$ cat config.mk
export PLATFORM = sky130hd
export DESIGN_NAME = uart_receiver_recovery_errors
export DESIGN_NICKNAME = d
export VERILOG_FILES = /design/src/rtl/uart_rx_pkg.sv /design/src/rtl/uart_receiver_recovery_errors.sv
export VERILOG_INCLUDE_DIRS = /design/src /design/src/rtl
export SDC_FILE = /design/constraint.sdc
export NUM_CORES = 1
export LEC_CHECK = 0
export ABC_AREA = 1
export BUFFER_PORTS_ARGS = -buffer_cell sky130_fd_sc_hd__buf_2
export CORE_UTILIZATION = 55
export DETAILED_ROUTE_END_ITERATION = 12
export GPL_ROUTABILITY_DRIVEN = 1
export HOLD_SLACK_MARGIN = 0.05
export PLACE_DENSITY = 0.81
export SYNTH_ARGS = -nofsm -noshare
export SYNTH_HDL_FRONTEND = slang
export SYNTH_SLANG_ARGS = --single-unit
export TNS_END_PERCENT = 1
$ cat constraint.sdc
create_clock -name sys_clk_i -period 3.2 [get_ports sys_clk_i]
set_input_delay 0.96 -clock sys_clk_i [delete_from_list [all_inputs] [get_ports sys_clk_i]]
set_output_delay 0.96 -clock sys_clk_i [all_outputs]
set_load 0.05 [all_outputs]
$ cat src/rtl/uart_rx_defs.svh
// Register map, field positions, reset values and sampling counts of the serial receiver
// What this block does
// - Error flags travel in the receive FIFO entry of their own frame.
// - Register writes never change the three stored receive error flags.
// - Frame error, overrun and parity error never raise an interrupt.
// - Frame error is one when the first stop bit was sampled low.
// - Only the first stop bit is checked; the stop-bit count has no effect.
// - Overrun when FIFO full, shift register holds a char and a start arrives.
// - Overrun indication clears once a frame moves from shift register to FIFO.
// - Upper parity-mode bit enables checking; lower bit selects odd or even.
// - Received parity is compared and the mismatch stored with data and stop bit.
// - Parity error only if checking enabled at reception; valid until data read.
// - Parity error reads zero whenever parity checking is disabled.
// - Clearing receiver enable abandons reception at once and releases the pin.
// - Disabling the receiver empties the FIFO and discards unread entries.
// - Line sampled at sixteen times baud, eight times in double speed.
// - A high-to-low transition on the idle line starts detection at sample one.
// - Start qualified by majority of samples 8-10 or 4-6; noise resumes search.
// - Bit recovery runs sixteen states per bit, eight in double speed.
// - Each bit is the majority of three centre samples; low stop sets frame error.
// - Next start edge accepted right after stop voting; later in double speed.
// - Receive-complete reads one while the FIFO holds unread data.
// - The ninth data bit is stored in the FIFO entry and advances with it.
`ifndef UART_RX_DEFS_SVH
`define UART_RX_DEFS_SVH

`define OFS_STATUS 8'h00
`define OFS_CONTROL 8'h04
`define OFS_FORMAT 8'h08
`define OFS_DATA 8'h0C
`define OFS_BAUD 8'h10

`define ST_RXC 7
`define ST_FE 4
`define ST_DOR 3
`define ST_UPE 2
`define ST_U2X 1
`define CT_RXEN 4
`define CT_SIZE9 2
`define CT_RXB8 1
`define FM_PAR_EN 5
`define FM_PAR_ODD 4
`define FM_STOP_SEL 3
`define FM_SIZE_HI 2
`define FM_SIZE_LO 1

`define RST_BAUD 12'h000F
`define RST_SIZE 2'h3

`define SPB_NORMAL 5'h10
`define SPB_DOUBLE 5'h08
`define VOTE_FIRST_NORMAL 5'h08
`define VOTE_LAST_NORMAL 5'h0A
`define VOTE_FIRST_DOUBLE 5'h04
`define VOTE_LAST_DOUBLE 5'h06
`define FIFO_DEPTH 2'h2
`define MIN_CHAR_BITS 4'h5
`define NINE_BITS 4'h9

`endif

$ cat src/rtl/uart_rx_pkg.sv
// Types shared by the serial receiver
package uart_rx_pkg;

   typedef enum logic [1:0] {
      RX_IDLE,
      RX_START,
      RX_DATA,
      RX_STOP
   } rx_state_t;

   typedef struct packed {
      logic [8:0] data;
      logic frame_error_flag;
      logic overrun_flag;
      logic parity_error_flag;
   } rx_entry_t;

   typedef struct packed {
      rx_state_t st;
      logic [4:0] smp;
      logic [3:0] bit_idx;
      logic [1:0] highs;
      logic [8:0] shift;
      logic par_bit;
      logic last_high;
      rx_entry_t hold;
      logic hold_v;
      logic ovr_pend;
      rx_entry_t [1:0] fifo;
      logic wr_ptr;
      logic rd_ptr;
      logic [1:0] cnt;
      logic [11:0] pre;
      logic [11:0] baud;
      logic double_speed_select;
      logic receiver_enable_bit;
      logic size9;
      logic [1:0] size;
      logic parity_enable_bit;
      logic parity_odd_even_select;
      logic stop_bit_count_select;
      logic [31:0] dat;
      logic ack;
   } rx_regs_t;

endpackage
$ cat src/rtl/uart_receiver_recovery_errors.sv
// Serial receiver: clock and data recovery, two-entry receive FIFO, Wishbone registers
//
// Register access over Wishbone and the placing of the registers were left to the implementer.
`timescale 1ns/1ns
`default_nettype none
`include "uart_rx_defs.svh"

module uart_receiver_recovery_errors
   import uart_rx_pkg::*;
(
   input wire logic sys_clk_i,
   input wire logic rst_i,
   input wire logic [7:0] adr_i,
   input wire logic [31:0] dat_i,
   input wire logic [3:0] sel_i,
   input wire logic we_i,
   input wire logic cyc_i,
   input wire logic stb_i,
   input wire logic rxd_i,
   output logic [31:0] dat_o,
   output logic ack_o,
   output logic rx_pin_owned_o
);

   rx_regs_t st_ff;
   rx_regs_t nxt_st;

   always_comb begin
      logic req;
      logic tick;
      logic [4:0] spb;
      logic [4:0] v_first;
      logic [4:0] v_last;
      logic [4:0] k;
      logic [1:0] highs_now;
      logic maj;
      logic [3:0] nbits;
      logic [3:0] frame_bits;
      logic exp_par;
      logic pop;
      logic push;
      rx_entry_t head;
      rx_entry_t done;
      req = 1'b0;
      tick = 1'b0;
      spb = `SPB_NORMAL;
      v_first = `VOTE_FIRST_NORMAL;
      v_last = `VOTE_LAST_NORMAL;
      k = 5'h01;
      highs_now = 2'h0;
      maj = 1'b0;
      nbits = `MIN_CHAR_BITS;
      frame_bits = `MIN_CHAR_BITS;
      exp_par = 1'b0;
      pop = 1'b0;
      push = 1'b0;
      head = st_ff.fifo[st_ff.rd_ptr];
      done = '0;
      nxt_st = st_ff;
      nxt_st.ack = 1'b0;

      // Bus slave: one wait state, ack stands one cycle and never back to back
      req = cyc_i && stb_i && !st_ff.ack;
      if (req) begin
         nxt_st.ack = 1'b1;
         nxt_st.dat = '0;
         if (we_i) begin
            if (adr_i == `OFS_STATUS) begin
               // Error flag positions are not writable; only the speed select is
               if (sel_i[0]) begin
                  nxt_st.double_speed_select = dat_i[`ST_U2X];
               end
            end else if (adr_i == `OFS_CONTROL) begin
               if (sel_i[0]) begin
                  nxt_st.receiver_enable_bit = dat_i[`CT_RXEN];
                  nxt_st.size9 = dat_i[`CT_SIZE9];
               end
            end else if (adr_i == `OFS_FORMAT) begin
               if (sel_i[0]) begin
                  nxt_st.parity_enable_bit = dat_i[`FM_PAR_EN];
                  nxt_st.parity_odd_even_select = dat_i[`FM_PAR_ODD];
                  nxt_st.stop_bit_count_select = dat_i[`FM_STOP_SEL];
                  nxt_st.size = dat_i[`FM_SIZE_HI:`FM_SIZE_LO];
               end
            end else if (adr_i == `OFS_BAUD) begin
               if (sel_i[0]) begin
                  nxt_st.baud[7:0] = dat_i[7:0];
               end
               if (sel_i[1]) begin
                  nxt_st.baud[11:8] = dat_i[11:8];
               end
            end
         end else begin
            if (adr_i == `OFS_STATUS) begin
               nxt_st.dat[`ST_RXC] = (st_ff.cnt != 2'h0);
               nxt_st.dat[`ST_U2X] = st_ff.double_speed_select;
               if (st_ff.cnt != 2'h0) begin
                  // Flags shown belong to the frame at the read position
                  nxt_st.dat[`ST_FE] = head.frame_error_flag;
                  nxt_st.dat[`ST_DOR] = head.overrun_flag;
                  nxt_st.dat[`ST_UPE] = head.parity_error_flag
                                        && st_ff.parity_enable_bit;
               end
            end else if (adr_i == `OFS_CONTROL) begin
               nxt_st.dat[`CT_RXEN] = st_ff.receiver_enable_bit;
               nxt_st.dat[`CT_SIZE9] = st_ff.size9;
               nxt_st.dat[`CT_RXB8] = (st_ff.cnt != 2'h0) && head.data[8];
            end else if (adr_i == `OFS_FORMAT) begin
               nxt_st.dat[`FM_PAR_EN] = st_ff.parity_enable_bit;
               nxt_st.dat[`FM_PAR_ODD] = st_ff.parity_odd_even_select;
               nxt_st.dat[`FM_STOP_SEL] = st_ff.stop_bit_count_select;
               nxt_st.dat[`FM_SIZE_HI:`FM_SIZE_LO] = st_ff.size;
            end else if (adr_i == `OFS_DATA) begin
               if (st_ff.cnt != 2'h0) begin
                  nxt_st.dat[7:0] = head.data[7:0];
                  pop = 1'b1;
               end
            end else if (adr_i == `OFS_BAUD) begin
               nxt_st.dat[11:0] = st_ff.baud;
            end
         end
      end

      // Oversampling tick from the divider; speed select sets samples per bit
      tick = (st_ff.pre == 12'h000);
      nxt_st.pre = tick ? st_ff.baud : st_ff.pre - 12'h001;
      if (st_ff.double_speed_select) begin
         spb = `SPB_DOUBLE;
         v_first = `VOTE_FIRST_DOUBLE;
         v_last = `VOTE_LAST_DOUBLE;
      end
      nbits = st_ff.size9 ? `NINE_BITS : `MIN_CHAR_BITS + {2'h0, st_ff.size};
      frame_bits = nbits + {3'h0, st_ff.parity_enable_bit};

      // Move a finished character into the FIFO when a slot is free
      if (st_ff.hold_v && (st_ff.cnt < `FIFO_DEPTH || pop)) begin
         push = 1'b1;
         nxt_st.fifo[st_ff.wr_ptr] = st_ff.hold;
         nxt_st.fifo[st_ff.wr_ptr].overrun_flag = st_ff.ovr_pend;
         nxt_st.wr_ptr = ~st_ff.wr_ptr;
         nxt_st.hold_v = 1'b0;
         nxt_st.ovr_pend = 1'b0;
      end
      if (pop) begin
         nxt_st.rd_ptr = ~st_ff.rd_ptr;
      end
      if (push && !pop) begin
         nxt_st.cnt = st_ff.cnt + 2'h1;
      end else if (pop && !push) begin
         nxt_st.cnt = st_ff.cnt - 2'h1;
      end

      // Sample number of this tick and running count of high votes
      k = (st_ff.smp == spb) ? 5'h01 : st_ff.smp + 5'h01;
      if (k == v_first) begin
         highs_now = {1'b0, rxd_i};
      end else begin
         highs_now = st_ff.highs + {1'b0, rxd_i};
      end
      maj = (highs_now >= 2'h2);

      if (tick) begin
         case (st_ff.st)
            RX_IDLE: begin
               nxt_st.last_high = rxd_i;
               if (st_ff.last_high && !rxd_i) begin
                  nxt_st.st = RX_START;
                  nxt_st.smp = 5'h01;
                  nxt_st.shift = '0;
                  nxt_st.par_bit = 1'b0;
                  nxt_st.bit_idx = 4'h0;
                  if (st_ff.hold_v && !push && st_ff.cnt == `FIFO_DEPTH) begin
                     nxt_st.ovr_pend = 1'b1;
                  end
               end
            end
            RX_START: begin
               nxt_st.smp = k;
               if (k >= v_first && k <= v_last) begin
                  nxt_st.highs = highs_now;
               end
               if (k == v_last && maj) begin
                  // Noise spike: back to edge search, line seen high again
                  nxt_st.st = RX_IDLE;
                  nxt_st.last_high = rxd_i;
               end else if (k == spb) begin
                  nxt_st.st = RX_DATA;
               end
            end
            RX_DATA: begin
               nxt_st.smp = k;
               if (k >= v_first && k <= v_last) begin
                  nxt_st.highs = highs_now;
               end
               if (k == v_last) begin
                  if (st_ff.bit_idx < nbits) begin
                     nxt_st.shift[st_ff.bit_idx] = maj;
                  end else begin
                     nxt_st.par_bit = maj;
                  end
               end
               if (k == spb) begin
                  nxt_st.bit_idx = st_ff.bit_idx + 4'h1;
                  if (st_ff.bit_idx + 4'h1 == frame_bits) begin
                     nxt_st.st = RX_STOP;
                  end
               end
            end
            RX_STOP: begin
               nxt_st.smp = k;
               if (k >= v_first && k <= v_last) begin
                  nxt_st.highs = highs_now;
               end
               // Only the first stop bit is examined; no wait for a second
               if (k == v_last) begin
                  exp_par = (^st_ff.shift) ^ st_ff.parity_odd_even_select;
                  done.data = st_ff.shift;
                  done.frame_error_flag = !maj;
                  done.parity_error_flag = st_ff.parity_enable_bit
                                           && (exp_par != st_ff.par_bit);
                  nxt_st.hold = done;
                  nxt_st.hold_v = 1'b1;
                  nxt_st.st = RX_IDLE;
                  // Double speed needs a high sample before the next edge counts
                  nxt_st.last_high = st_ff.double_speed_select ? 1'b0 : maj;
               end
            end
            default: begin
               nxt_st.st = RX_IDLE;
            end
         endcase
      end

      // Disabled receiver: abandon frame, drop FIFO and shift contents
      if (!st_ff.receiver_enable_bit) begin
         nxt_st.st = RX_IDLE;
         nxt_st.last_high = 1'b0;
         nxt_st.hold_v = 1'b0;
         nxt_st.ovr_pend = 1'b0;
         nxt_st.cnt = 2'h0;
         nxt_st.wr_ptr = 1'b0;
         nxt_st.rd_ptr = 1'b0;
      end
   end

   always_ff @(posedge sys_clk_i) begin
      if (rst_i) begin
         st_ff <= '0;
         st_ff.st <= RX_IDLE;
         st_ff.baud <= `RST_BAUD;
         st_ff.pre <= `RST_BAUD;
         st_ff.size <= `RST_SIZE;
      end else begin
         st_ff <= nxt_st;
      end
   end

   // No interrupt output exists for the error flags
   assign dat_o = st_ff.dat;
   assign ack_o = st_ff.ack;
   assign rx_pin_owned_o = st_ff.receiver_enable_bit;

endmodule // uart_receiver_recovery_errors
`default_nettype wire

==> impl_metrics.yaml <==
timing:
  fin_crit_sh_pct: 87.0
  worst_hold_slack_ns: 0.466
  slew_headroom_pct: 52.3
  worst_pin_slew_ns: 0.715
  post-route-min-period_ns: 2.78
  fin_worst_skew_ns: 0.0136
  slew_violations: 0
  tns_ns: 0
  rsz0062_at_grt: "no"
  hold_viol: 0
  setup_viol: 0
  fmax_mhz: 359
  layout_setup_ws_ns: 0.415
setup_path:
  crit_type: "reg2reg"
  crit_top_cell: "inv_1"
  arrival_ns: 3.11
  regToRegSetupSlack_ns: 0.42
  start_kind: "register"
  path_max_fanout: 10
  end_kind: "register"
  cp_cell_sequence: "inv_1 -> ha_1 -> inv_1 -> nor2_1 -> nand3_1 -> inv_1 -> nor2_1 -> ha_1 -> and3_1 -> a21oi_1 -> inv_1 -> nor2_2 -> nand4_1 -> a21oi_1"
  cp_slowest_cell: "dfxtp_1"
  required_ns: 3.52
  cpPeakStageDelay_ns: 0.41
pwr:
  p_sw_mw: 0.589
  pwr-share-clk_pct: 37.2
  power.density_nw_per_um2: 383
  p_leak_nw: 2.55
  power_frac_comb_pct: 5.5
  power_switching_share_pct: 24.6
  ir_drop_mv: 0.246
  internal_power_mw: 1.81
  p_seq_share_pct: 57.4
layout:
  layout.nets: 913
  diodes: 0
  fillers: 956
  drive_gt1_share_pct: 11.8
  final_cell_mix: "142 x nand2_1, 110 x dfxtp_1, 86 x inv_1"
  area_growth_pct: 6.60
  final_cells: 986
  layout_commonest_cell: "nand2_1"
floorplanning:
  fp.dieArea_um2: 11100
  die_h_um: 105
  core-area_um2: 10300
  start_util_pct: 56.9
  die_w_um: 105
  rows: 37
  io_pins: 84
route:
  first_pass_iters: 5
  viasPerCell: 5.35
  ant_nets: 0
  drt_iter0_drc: 375
  vias: 5273
  drc_errors: 0
  postRouteWirelength_um: 13400
  routedWlPerCell_um: 13.6
clocking:
  clock_latency_ns: 0.39
  clockBufferDepth: 2
  cts_tree: "done"
  cts_sinks: 110
  ctsResizeCount: 0
  cts_max_level: 3
  path_clk_slew_ns: 0.11
  cts_setup_buffers: 0
  holdBufCountCts: 0
  clockRootBuffer: "clkbuf_8"
  numCtsBuffers: 9
synthesis:
  dominantRegCellSynth: "dfxtp_1"
  seq_area_frac_synth_pct: 37.5
  yosysWarnings: 0
  synth_edf_count: 0
  synthArstFlopShare_pct: 0
  synthTopCellsByArea: "dfxtp_1 37%, nand2_1 9.1%, a21oi_1 6.4%"
  syn_area_um2: 5870
  yosys_register_bits: 110
  synth_top_area_share_pct: 37.5
  synth_cell_types: 47
  synthesis.instances: 817
  yosys.area.top_type: "dfxtp_1"
  syn_avg_cell_area_um2: 7.19
global_route:
  antenna_found_initial: 0
  grt_pass1_wl_um: 22600
  grt_busiest_layer: "met2"
  grt_pass1_vias: 4777
  grt_max_degree: 66
  grt-ovfl-total: 0
  use_met1_pct: 34.6
  grt_util_met3_pct: 5.69
  track_usage_pct: 25.6
  use_met2_pct: 40.3
place:
  routabilityCongestion: 0.901
  hpwl_um: 9570
  portBuffers: 41
  dp.cells: 970
  pre_cts_ws_ns: 0.111
worst_hold_path:
  worstHoldPathType: "reg2reg"
run:
  maxCapViolCount: 0
status:
  outcome: "finished clean"
## sequential cells by signal (all words and copies together) (netlist names), named ones only
name and flops:
rx_pin_owned_o 1, st_ff 95, ack_o 1, dat_o 12
## worst paths after layout
kind                            startpoint         end  cells after the start
worst max-delay path            st_ff[124]  st_ff[111]                     14
worst min-delay path             st_ff[84]   st_ff[84]                      2
worst max register to register  st_ff[124]  st_ff[111]                     14
worst min register to register   st_ff[84]   st_ff[84]                      2
## critical path: cells and delay by family (launching register included)
family,cells,cell delay [ns]
DFF,1,0.41
buffers and inverters,4,0.38
and+or+nand+nor,6,1.06
adders and majority gates,2,0.48
AOI/OAI and AO/OA,2,0.39
## cells in the mapped netlist (all sizes together) (3+ instances only)
master	number
a211oi	11
a21oi	75
a31oi	4
buf	43
clkbuf	15
dfxtp	110
ha	18
inv	90
mux2i	4
nand2	146
nand3	60
nand4	17
nor2	92
nor3	12
nor4	3
o211ai	16
o21ai	54
o221ai	3
or2	7
xnor2	9
xor2	11
## final cells by class
class | count | area (um2) | share of cell area [%]
multi-input cells | 577 | 3020 | 48.2
well taps | 136 | 170 | 2.72
clock inverters | 4 | 55.1 | 0.879
flip-flops and latches | 110 | 2200 | 35.2
inverters | 91 | 344 | 5.49
clock buffers | 12 | 155 | 2.48
repair buffers | 56 | 318 | 5.07
## through the flow
| stage | cell area, um2 | power [mW] | util, % |
|---|---|---|---|
| 6_report | 6260 | 2.40 | 60.7 |
| 5_1_grt | 6260 | 2.48 | 60.7 |
| 4_1_cts | 6260 | 2.41 | 60.7 |
| 3_5_place_dp | 6050 | 1.54 | 58.6 |
| 3_3_place_gp | 6050 | 1.54 | 58.6 |
| 2_1_floorplan | 5950 | 1.52 | - |
## power groups by stage
stage                     Combinational [mW]  Sequential [mW]  Clock, mW
after global routing                   0.141             1.38      0.967
after global placement                 0.130             1.41          0
after detailed placement               0.131             1.41          0
after CTS                              0.131             1.37      0.909
final                                  0.132             1.37      0.890
after floorplan                        0.112             1.41          0
## cells by family (layout without fill, tap and decap cells)
group,Yosys count,in the layout,share of synthesized area [%]
AO/OA/AOI/OAI,172,172,16.5
buffers and inverters,149,163,12.4
XOR/XNOR,20,20,2.98
flip-flops,110,110,37.5
adder cells (fa/ha/maj),18,18,3.83
multiplexers,5,5,0.873
AND/OR/NAND/NOR,342,342,25.9
other,1,20,0.0638
## layer usage
layer / part of all wire [%] / wire length, um
met1: 46 / 6140
met2: 46 / 6090
met3: 6.6 / 881
met4: 1.9 / 249
met5: 0 / 0
Power figures use the tool's default switching activity.
